$ cat src/rtl/sml_pkg.sv
package sml_pkg;
    // ------------------------------------------------------------
    // register map (word aligned byte addresses)
    // ------------------------------------------------------------
    localparam logic [3:0] SML_OFS_STATUS = 4'h0;
    localparam logic [3:0] SML_OFS_IRQ_STAT = 4'h4;
    localparam logic [3:0] SML_OFS_IRQ_MASK = 4'h8;
    localparam logic [3:0] SML_OFS_CTRL = 4'hC;

    // status field positions
    localparam int SML_ST_LOCKED = 0;
    localparam int SML_ST_ASI = 1;
    localparam int SML_ST_RATE_SD = 2;
    localparam int SML_ST_MASTER = 3;
    localparam int SML_ST_CARRIER_OK = 4;
    localparam int SML_ST_INPUT_A = 5;
    localparam int SML_ST_CHROMA_ANC_FLAG = 6;
    localparam int SML_ST_HOLD = 7;

    // interrupt event positions, shared by status and mask
    localparam int SML_EV_LOCK_RISE = 0;
    localparam int SML_EV_LOCK_FALL = 1;
    localparam int SML_EV_CARRIER_LOST = 2;
    localparam int SML_EV_CFG_CHANGE = 3;
    localparam int SML_EV_W = 4;

    // control field positions
    localparam int SML_CT_FORCE_MUTE = 0;

    // reset values
    localparam logic [SML_EV_W-1:0] SML_RST_IRQ_MASK = 4'h0;
    localparam logic SML_RST_FORCE_MUTE = 1'b0;

    // pins from outside the clock domain
    typedef struct packed {
        logic master_sel;
        logic input_select;
        logic carrier_detect_a;
        logic carrier_detect_b;
        logic asi_mode_pin;
        logic rate_select_pin;
        logic video_processing_pin;
        logic bus_width_select;
    } sml_pin_s;

    // status from the deserializer core, same clock
    typedef struct packed {
        logic smpte_lock;
        logic asi_lock;
        logic rate_sd;
        logic anc_chroma;
        logic anc_any;
    } sml_core_s;

    // pin drive towards the application logic
    typedef struct packed {
        logic asi_mode_pin_o;
        logic asi_mode_pin_oe_n;
        logic rate_select_pin_o;
        logic rate_select_pin_oe_n;
    } sml_drive_s;
endpackage

$ cat src/rtl/sml_mode_lock.sv
// Operation
// - master select high: device detects format, drives mode and rate pins
// - asi mode pin is input in slave mode, output in master mode
// - master: asi mode pin high only while locked to asi stream
// - slave with asi mode pin low: no asi alignment or decoding
// - lock indicator high while locked to compliant data of active mode
// - hd: chroma anc flag follows anc in chroma stream
// - sd 20-bit: chroma anc flag follows anc in chroma stream only
// - sd 10-bit: chroma anc flag follows anc anywhere in stream
// - master: rate pin low for hd rates, high for 270 Mb/s
// - slave rate pin low: lock to hd rates only
// - slave rate pin high: lock to 270 Mb/s only
// - input a valid while carrier detect a is low
// - selected carrier detect high: invalid, lock low, outputs muted
// - input select high picks input a and detect a, else b
//
// Our own choices: the address map and the Avalon-MM slave port.
`timescale 1ns/1ps
module sml_mode_lock #(
    parameter int ADDR_W = 4
) (
    input wire logic mclk,
    input wire logic rst_n,
    input wire sml_pkg::sml_pin_s pins,
    input wire sml_pkg::sml_core_s core,
    output sml_pkg::sml_drive_s drive,
    output logic locked,
    output logic chroma_anc_flag,
    output logic serial_input_a_sel,
    output logic asi_decode_en,
    output logic out_mute,
    output logic irq,
    input wire logic [ADDR_W-1:0] avs_address,
    input wire logic avs_read,
    input wire logic avs_write,
    input wire logic [31:0] avs_writedata,
    output logic [31:0] avs_readdata,
    output logic avs_waitrequest
);
    import sml_pkg::*;

    // ------------------------------------------------------------
    // elaboration checks
    // ------------------------------------------------------------
    if (ADDR_W < 4) begin : g_chk
        $error("ADDR_W must cover the four register words");
    end

    // ------------------------------------------------------------
    // reset release and pin synchronisers
    // ------------------------------------------------------------
    logic rst_s1_q;
    logic rst_q;
    sml_pin_s pin_s1_q;
    sml_pin_s pin_q;
    sml_pin_s pin_prev_q;
    logic [2:0] pin_age_q;

    // async assert, synchronous release
    always_ff @(posedge mclk or negedge rst_n) begin
        if (!rst_n) begin
            rst_s1_q <= 1'b0;
            rst_q <= 1'b0;
        end else begin
            rst_s1_q <= 1'b1;
            rst_q <= rst_s1_q;
        end
    end

    // pins are asynchronous; only pin_q and later copies are read
    always_ff @(posedge mclk or negedge rst_q) begin
        if (!rst_q) begin
            pin_s1_q <= '0;
            pin_q <= '0;
            pin_prev_q <= '0;
        end else begin
            pin_s1_q <= pins;
            pin_q <= pin_s1_q;
            pin_prev_q <= pin_q;
        end
    end

    // pin_prev_q holds a real pin level only from the third edge on;
    // without this, the first synced pins would look like a reconfiguration
    always_ff @(posedge mclk or negedge rst_q) begin
        if (!rst_q) begin
            pin_age_q <= '0;
        end else begin
            pin_age_q <= {pin_age_q[1:0], 1'b1};
        end
    end

    // ------------------------------------------------------------
    // mode decode
    // ------------------------------------------------------------
    logic master;
    logic slave_asi;
    logic asi_active;
    logic rate_sd;
    logic carrier_bad;
    logic rate_ok;
    logic lock_raw;
    logic cfg_change;
    logic force_mute_q;
    logic hold_q;
    logic locked_d;

    assign master = pin_q.master_sel;
    // slave asi only with the full documented pin combination
    assign slave_asi = pin_q.asi_mode_pin & pin_q.rate_select_pin
        & ~pin_q.video_processing_pin;
    assign asi_active = master ? core.asi_lock : slave_asi;
    assign rate_sd = master ? core.rate_sd : pin_q.rate_select_pin;
    // selected carrier detect, high means no signal
    assign carrier_bad = pin_q.input_select ? pin_q.carrier_detect_a
        : pin_q.carrier_detect_b;
    // slave mode only accepts the configured rate
    assign rate_ok = master | (core.rate_sd == pin_q.rate_select_pin);
    assign lock_raw = asi_active ? core.asi_lock : core.smpte_lock;
    assign cfg_change = pin_age_q[2] & ~master
        & (pin_q.asi_mode_pin != pin_prev_q.asi_mode_pin
        | pin_q.rate_select_pin != pin_prev_q.rate_select_pin
        | pin_q.video_processing_pin != pin_prev_q.video_processing_pin);
    assign locked_d = lock_raw & rate_ok & ~carrier_bad & ~hold_q & ~cfg_change;

    // ------------------------------------------------------------
    // relock hold after a slave reconfiguration
    // ------------------------------------------------------------
    // the core must drop lock once before the new setup is trusted,
    // so a stale lock from the old rate never shows as valid
    always_ff @(posedge mclk or negedge rst_q) begin
        if (!rst_q) begin
            hold_q <= 1'b0;
        end else if (cfg_change) begin
            hold_q <= 1'b1;
        end else if (!lock_raw || master) begin
            hold_q <= 1'b0;
        end
    end

    // ------------------------------------------------------------
    // status outputs
    // ------------------------------------------------------------
    // lock, mute and input routing
    always_ff @(posedge mclk or negedge rst_q) begin
        if (!rst_q) begin
            locked <= 1'b0;
            out_mute <= 1'b1;
            serial_input_a_sel <= 1'b0;
            asi_decode_en <= 1'b0;
        end else begin
            locked <= locked_d;
            out_mute <= carrier_bad | force_mute_q;
            serial_input_a_sel <= pin_q.input_select;
            asi_decode_en <= master | slave_asi;
        end
    end

    // chroma ancillary flag; 10-bit sd carries both streams in one word
    always_ff @(posedge mclk or negedge rst_q) begin
        if (!rst_q) begin
            chroma_anc_flag <= 1'b0;
        end else if (carrier_bad) begin
            chroma_anc_flag <= 1'b0;
        end else if (rate_sd && !pin_q.bus_width_select) begin
            chroma_anc_flag <= core.anc_any;
        end else begin
            chroma_anc_flag <= core.anc_chroma;
        end
    end

    // two-way pins: driven only in master mode, enable is active low
    always_ff @(posedge mclk or negedge rst_q) begin
        if (!rst_q) begin
            drive <= '{1'b0, 1'b1, 1'b0, 1'b1};
        end else begin
            drive.asi_mode_pin_oe_n <= ~master;
            drive.rate_select_pin_oe_n <= ~master;
            drive.asi_mode_pin_o <= master & core.asi_lock & ~carrier_bad;
            drive.rate_select_pin_o <= master & core.rate_sd;
        end
    end

    // ------------------------------------------------------------
    // interrupt events
    // ------------------------------------------------------------
    logic [SML_EV_W-1:0] ev;
    logic [SML_EV_W-1:0] irq_stat_q;
    logic [SML_EV_W-1:0] irq_mask_q;
    logic carrier_bad_q;
    logic acc;
    logic wr_hit;

    always_ff @(posedge mclk or negedge rst_q) begin
        if (!rst_q) begin
            carrier_bad_q <= 1'b0;
        end else begin
            carrier_bad_q <= carrier_bad;
        end
    end

    assign ev[SML_EV_LOCK_RISE] = locked_d & ~locked;
    assign ev[SML_EV_LOCK_FALL] = ~locked_d & locked;
    assign ev[SML_EV_CARRIER_LOST] = carrier_bad & ~carrier_bad_q;
    assign ev[SML_EV_CFG_CHANGE] = cfg_change;

    // ------------------------------------------------------------
    // avalon slave: one wait state, then the access completes
    // ------------------------------------------------------------
    assign acc = (avs_read | avs_write) & ~avs_waitrequest;
    assign wr_hit = avs_write & ~avs_waitrequest;

    always_ff @(posedge mclk or negedge rst_q) begin
        if (!rst_q) begin
            avs_waitrequest <= 1'b1;
        end else begin
            avs_waitrequest <= ~((avs_read | avs_write) & avs_waitrequest);
        end
    end

    // read data is loaded as waitrequest falls, so it stands at the take edge
    always_ff @(posedge mclk or negedge rst_q) begin
        if (!rst_q) begin
            avs_readdata <= '0;
        end else if (avs_read && avs_waitrequest) begin
            unique case (avs_address[3:0])
                SML_OFS_STATUS: begin
                    avs_readdata <= {24'h000000, hold_q, chroma_anc_flag,
                        serial_input_a_sel, ~carrier_bad, master, rate_sd,
                        asi_active, locked};
                end
                SML_OFS_IRQ_STAT: avs_readdata <= {28'h0000000, irq_stat_q};
                SML_OFS_IRQ_MASK: avs_readdata <= {28'h0000000, irq_mask_q};
                SML_OFS_CTRL: avs_readdata <= {31'h00000000, force_mute_q};
                default: avs_readdata <= '0;
            endcase
        end
    end

    // sticky status, write one to clear; a new event wins over the clear
    always_ff @(posedge mclk or negedge rst_q) begin
        if (!rst_q) begin
            irq_stat_q <= '0;
        end else if (wr_hit && avs_address[3:0] == SML_OFS_IRQ_STAT) begin
            irq_stat_q <= (irq_stat_q & ~avs_writedata[SML_EV_W-1:0]) | ev;
        end else begin
            irq_stat_q <= irq_stat_q | ev;
        end
    end

    // mask and control
    always_ff @(posedge mclk or negedge rst_q) begin
        if (!rst_q) begin
            irq_mask_q <= SML_RST_IRQ_MASK;
            force_mute_q <= SML_RST_FORCE_MUTE;
        end else if (wr_hit && avs_address[3:0] == SML_OFS_IRQ_MASK) begin
            irq_mask_q <= avs_writedata[SML_EV_W-1:0];
        end else if (wr_hit && avs_address[3:0] == SML_OFS_CTRL) begin
            force_mute_q <= avs_writedata[SML_CT_FORCE_MUTE];
        end
    end

    // level interrupt, one cycle behind the status bits
    always_ff @(posedge mclk or negedge rst_q) begin
        if (!rst_q) begin
            irq <= 1'b0;
        end else begin
            irq <= |(irq_stat_q & irq_mask_q);
        end
    end
endmodule

$ cat config.mk
export PLATFORM = sky130hd
export DESIGN_NAME = sml_mode_lock
export DESIGN_NICKNAME = d
export VERILOG_FILES = /design/src/rtl/sml_pkg.sv /design/src/rtl/sml_mode_lock.sv
export SDC_FILE = /design/constraint.sdc
export NUM_CORES = 1
export LEC_CHECK = 0
export ABC_AREA = 1
export ABC_CLOCK_PERIOD_IN_PS = 3250
export BUFFER_PORTS_ARGS = -buffer_cell sky130_fd_sc_hd__buf_2
export CORE_MARGIN = 2
export CORE_UTILIZATION = 46
export DETAILED_ROUTE_END_ITERATION = 7
export PLACE_DENSITY_LB_ADDON = 0.25
export SYNTH_ARGS = -nofsm -noshare
export SYNTH_HDL_FRONTEND = slang
export SYNTH_SLANG_ARGS = --single-unit
$ cat constraint.sdc
create_clock -name mclk -period 3.25 [get_ports mclk]
set_input_delay 0.1625 -clock mclk [delete_from_list [all_inputs] [get_ports mclk]]
set_output_delay 0.1625 -clock mclk [all_outputs]
set_load 0.005 [all_outputs]
==> results.json <==
{
  "status": "finished clean",
  "cap_violations": 0,
  "slew_viol_final": 0,
  "whs_ps": 17.29,
  "fmax_mhz": 785.7,
  "synthDistinctLibCells": 22,
  "first_iter_violations": 39,
  "cts_buffers": 5,
  "rsz0062_at_grt": "no",
  "die_h_um": 72.76,
  "antenna_found_initial": 0,
  "crit_type": "reg2reg",
  "diodes": 0,
  "power_frac_seq_pct": 60.8,
  "internal_power_w": 0.0009224,
  "clock_power_share_pct": 28.5,
  "clk_path_buf_depth": 2,
  "skew_ps": 10.50,
  "rows": 25,
  "drcViolationCount": 0,
  "synth-seq-cells": 53,
  "cts_sinks": 53,
  "crit_path_start_kind": "register",
  "drtPass1Iterations": 4,
  "dr_total_vias": 1502,
  "fin_crit_ps": 1273,
  "viasPerCell": 4.444,
  "dpl.hpwl_um": 2532,
  "finalHoldViolations": 0,
  "gp_congestion": 0.8543,
  "port_buffers": 43,
  "cts_tree": "built",
  "cts.clk_slew.worst_paths_ps": 90,
  "nets": 336,
  "root_buffer": "clkbuf_8",
  "layout_common_cells": "62 x nand2_1, 49 x dfrtp_1, 43 x buf_2",
  "die-area_mm2": 0.005293,
  "grt_util_all_layers_pct": 14.33,
  "ir_drop_v": 0.0003034,
  "grt_pass1_wl_um": 5796,
  "finalSetupViolCount": 0,
  "p_comb_share_pct": 10.7,
  "switching_share_pct": 25.60,
  "endpoint_kind": "register",
  "grt_pass1_vias": 1397,
  "tightest_slew_ps": 1060,
  "placedInstanceArea_mm2": 0.002357,
  "crit_required_ps": 3480,
  "wl_um": 3485,
  "antenna_left": 0,
  "power.total_w": 0.001240,
  "p_leak_nw": 1.364,
  "worstPathMaxFanout": 11,
  "start_util_pct": 46.97,
  "slew_headroom_pct": 29.32,
  "stdcell_area_mm2": 0.002534,
  "syn-cell-area_mm2": 0.002175,
  "synth_seq_area_share_pct": 61.16,
  "area_growth_pct": 16.51,
  "fin_crit_sh_pct": 39.16,
  "powerDensity_mw_per_mm2": 489.4,
  "setup_tns_ps": 0,
  "grt_start_max_net_pins": 52,
  "min_path_type": "in2reg",
  "core_area_mm2": 0.004629,
  "arrival_ps": 1510,
  "avgRoutedWirePerCell_um": 10.31,
  "grt.overflow.total": 0,
  "syn_avg_cell_area_um2": 9.622,
  "yosysWarnings": 0,
  "ioPinCount": 96,
  "final_layout_size_suffix_gt1_share_pct": 22.89,
  "netSwitchingPower_w": 0.0003175,
  "die_x_um": 72.76,
  "n_fill_cell": 439,
  "clk_latency_ps": 300,
  "syn_inst": 226,
  "final_common_cell": "nand2_1",
  "htreeDepth": 2
}
logic make-up after synthesis:
logic type	count (synthesis)	share of synthesized area, %
and+or+nand+nor	92	18.99
buffers and inverters	56	13.98
DFF	53	61.16
AOI/OAI and AO/OA	23	5.523
other	2	0.3454
critical path, stage by stage, from the launching register on:
cell and delay [ps]:
dfstp_2 550, nand2_1 210, inv_1 230, nand2_1 70, o21ai_0 150
power by group through the flow:
| stage | clock network (W) | logic [W] | registers (W) |
|---|---|---|---|
| detailed placement | 0 | 0.000126 | 0.000768 |
| finish | 0.000354 | 0.000132 | 0.000754 |
| CTS | 0.000369 | 0.000134 | 0.000755 |
| global route | 0.000391 | 0.000158 | 0.000763 |
| global placement | 0 | 0.000123 | 0.000767 |
| floorplan | 0 | 0.0000938 | 0.000761 |
synthesized netlist by cell type:
| library cell | n | area, µm² |
|---|---|---|
| a21oi_1 | 1 | 5.000 |
| nand3_1 | 9 | 45.04 |
| o21ai_0 | 6 | 30.03 |
| nand4_1 | 7 | 43.79 |
| or2_2 | 1 | 6.260 |
| inv_2 | 3 | 11.26 |
| nand3_2 | 1 | 10.01 |
| and2_1 | 1 | 6.260 |
| conb_1 | 2 | 7.510 |
| clkbuf_1 | 1 | 3.750 |
| nand2_2 | 3 | 18.77 |
| inv_1 | 26 | 97.59 |
| nor2_1 | 6 | 22.52 |
| buf_4 | 25 | 187.7 |
| o31ai_1 | 2 | 15.01 |
| nand2_1 | 62 | 232.7 |
| o21ai_1 | 14 | 70.07 |
| dfstp_2 | 3 | 78.83 |
| nor2_4 | 1 | 11.26 |
| dfrtp_1 | 50 | 1251 |
| nor3_4 | 1 | 16.27 |
| clkinv_1 | 1 | 3.750 |
metal layers:
| layer | wire length (µm) | track usage, % | vias up |
|---|---|---|---|
| met1 | 1533 | 16.94 | 689 |
| li1 | - | - | 763 |
| met3 | 193 | 3.591 | 7 |
| met4 | 58 | 5.967 | 0 |
| met2 | 1700 | 24.85 | 43 |
| met5 | 0 | 0 | - |
metrics by stage:
stage                     instances  setup WS (ps)  utilization, %
final                           338           1977           54.73
after global routing            338           1820           54.73
after CTS                       338           1949           54.73
after floorplan                 250           1671               -
after detailed placement        321           1973           50.92
after global placement          321           1990           50.92
cell type report:
type / count / area, µm² / share of cell area (%)
flip-flops and latches: 53 / 1331 / 52.54
multi-input cells: 141 / 630.6 / 24.89
repair buffers: 52 / 305.3 / 12.05
inverters: 30 / 112.6 / 4.444
clock buffers: 5 / 68.82 / 2.716
well taps: 54 / 67.56 / 2.667
clock inverters: 3 / 17.52 / 0.6914
flip-flops by register name, indices dropped and copies added (netlist names), 3 cells and up:
signal and cells:
pin_q 7, pin_prev_q 3, pin_s1_q 8, avs_readdata 8
pin_age_q 3, irq_stat_q 4, irq_mask_q 4, drive 3
worst paths after layout:
check                                start               to  slack, ps  depth (start not counted)
setup reg to reg           avs_waitrequest  avs_readdata[5]       1980                          4
hold / removal                    avs_read  avs_waitrequest         20                          2
hold reg to reg                pin_s1_q[6]         pin_q[6]        350                          0
min in group asynchronous            rst_n            rst_q        170                          2
max in group asynchronous            rst_q      pin_s1_q[5]       2130                          0
setup / recovery           avs_waitrequest  avs_readdata[5]       1980                          4
timing repair:
item                                    4_1_cts  5_1_grt
resized for setup                             0        0
endpoints found under the hold margin        10        0
endpoints found under the setup margin        0        0
buffers inserted                              0        0
hold buffers                                  9        0
Note: power is estimated with default switching activity, not from simulation.
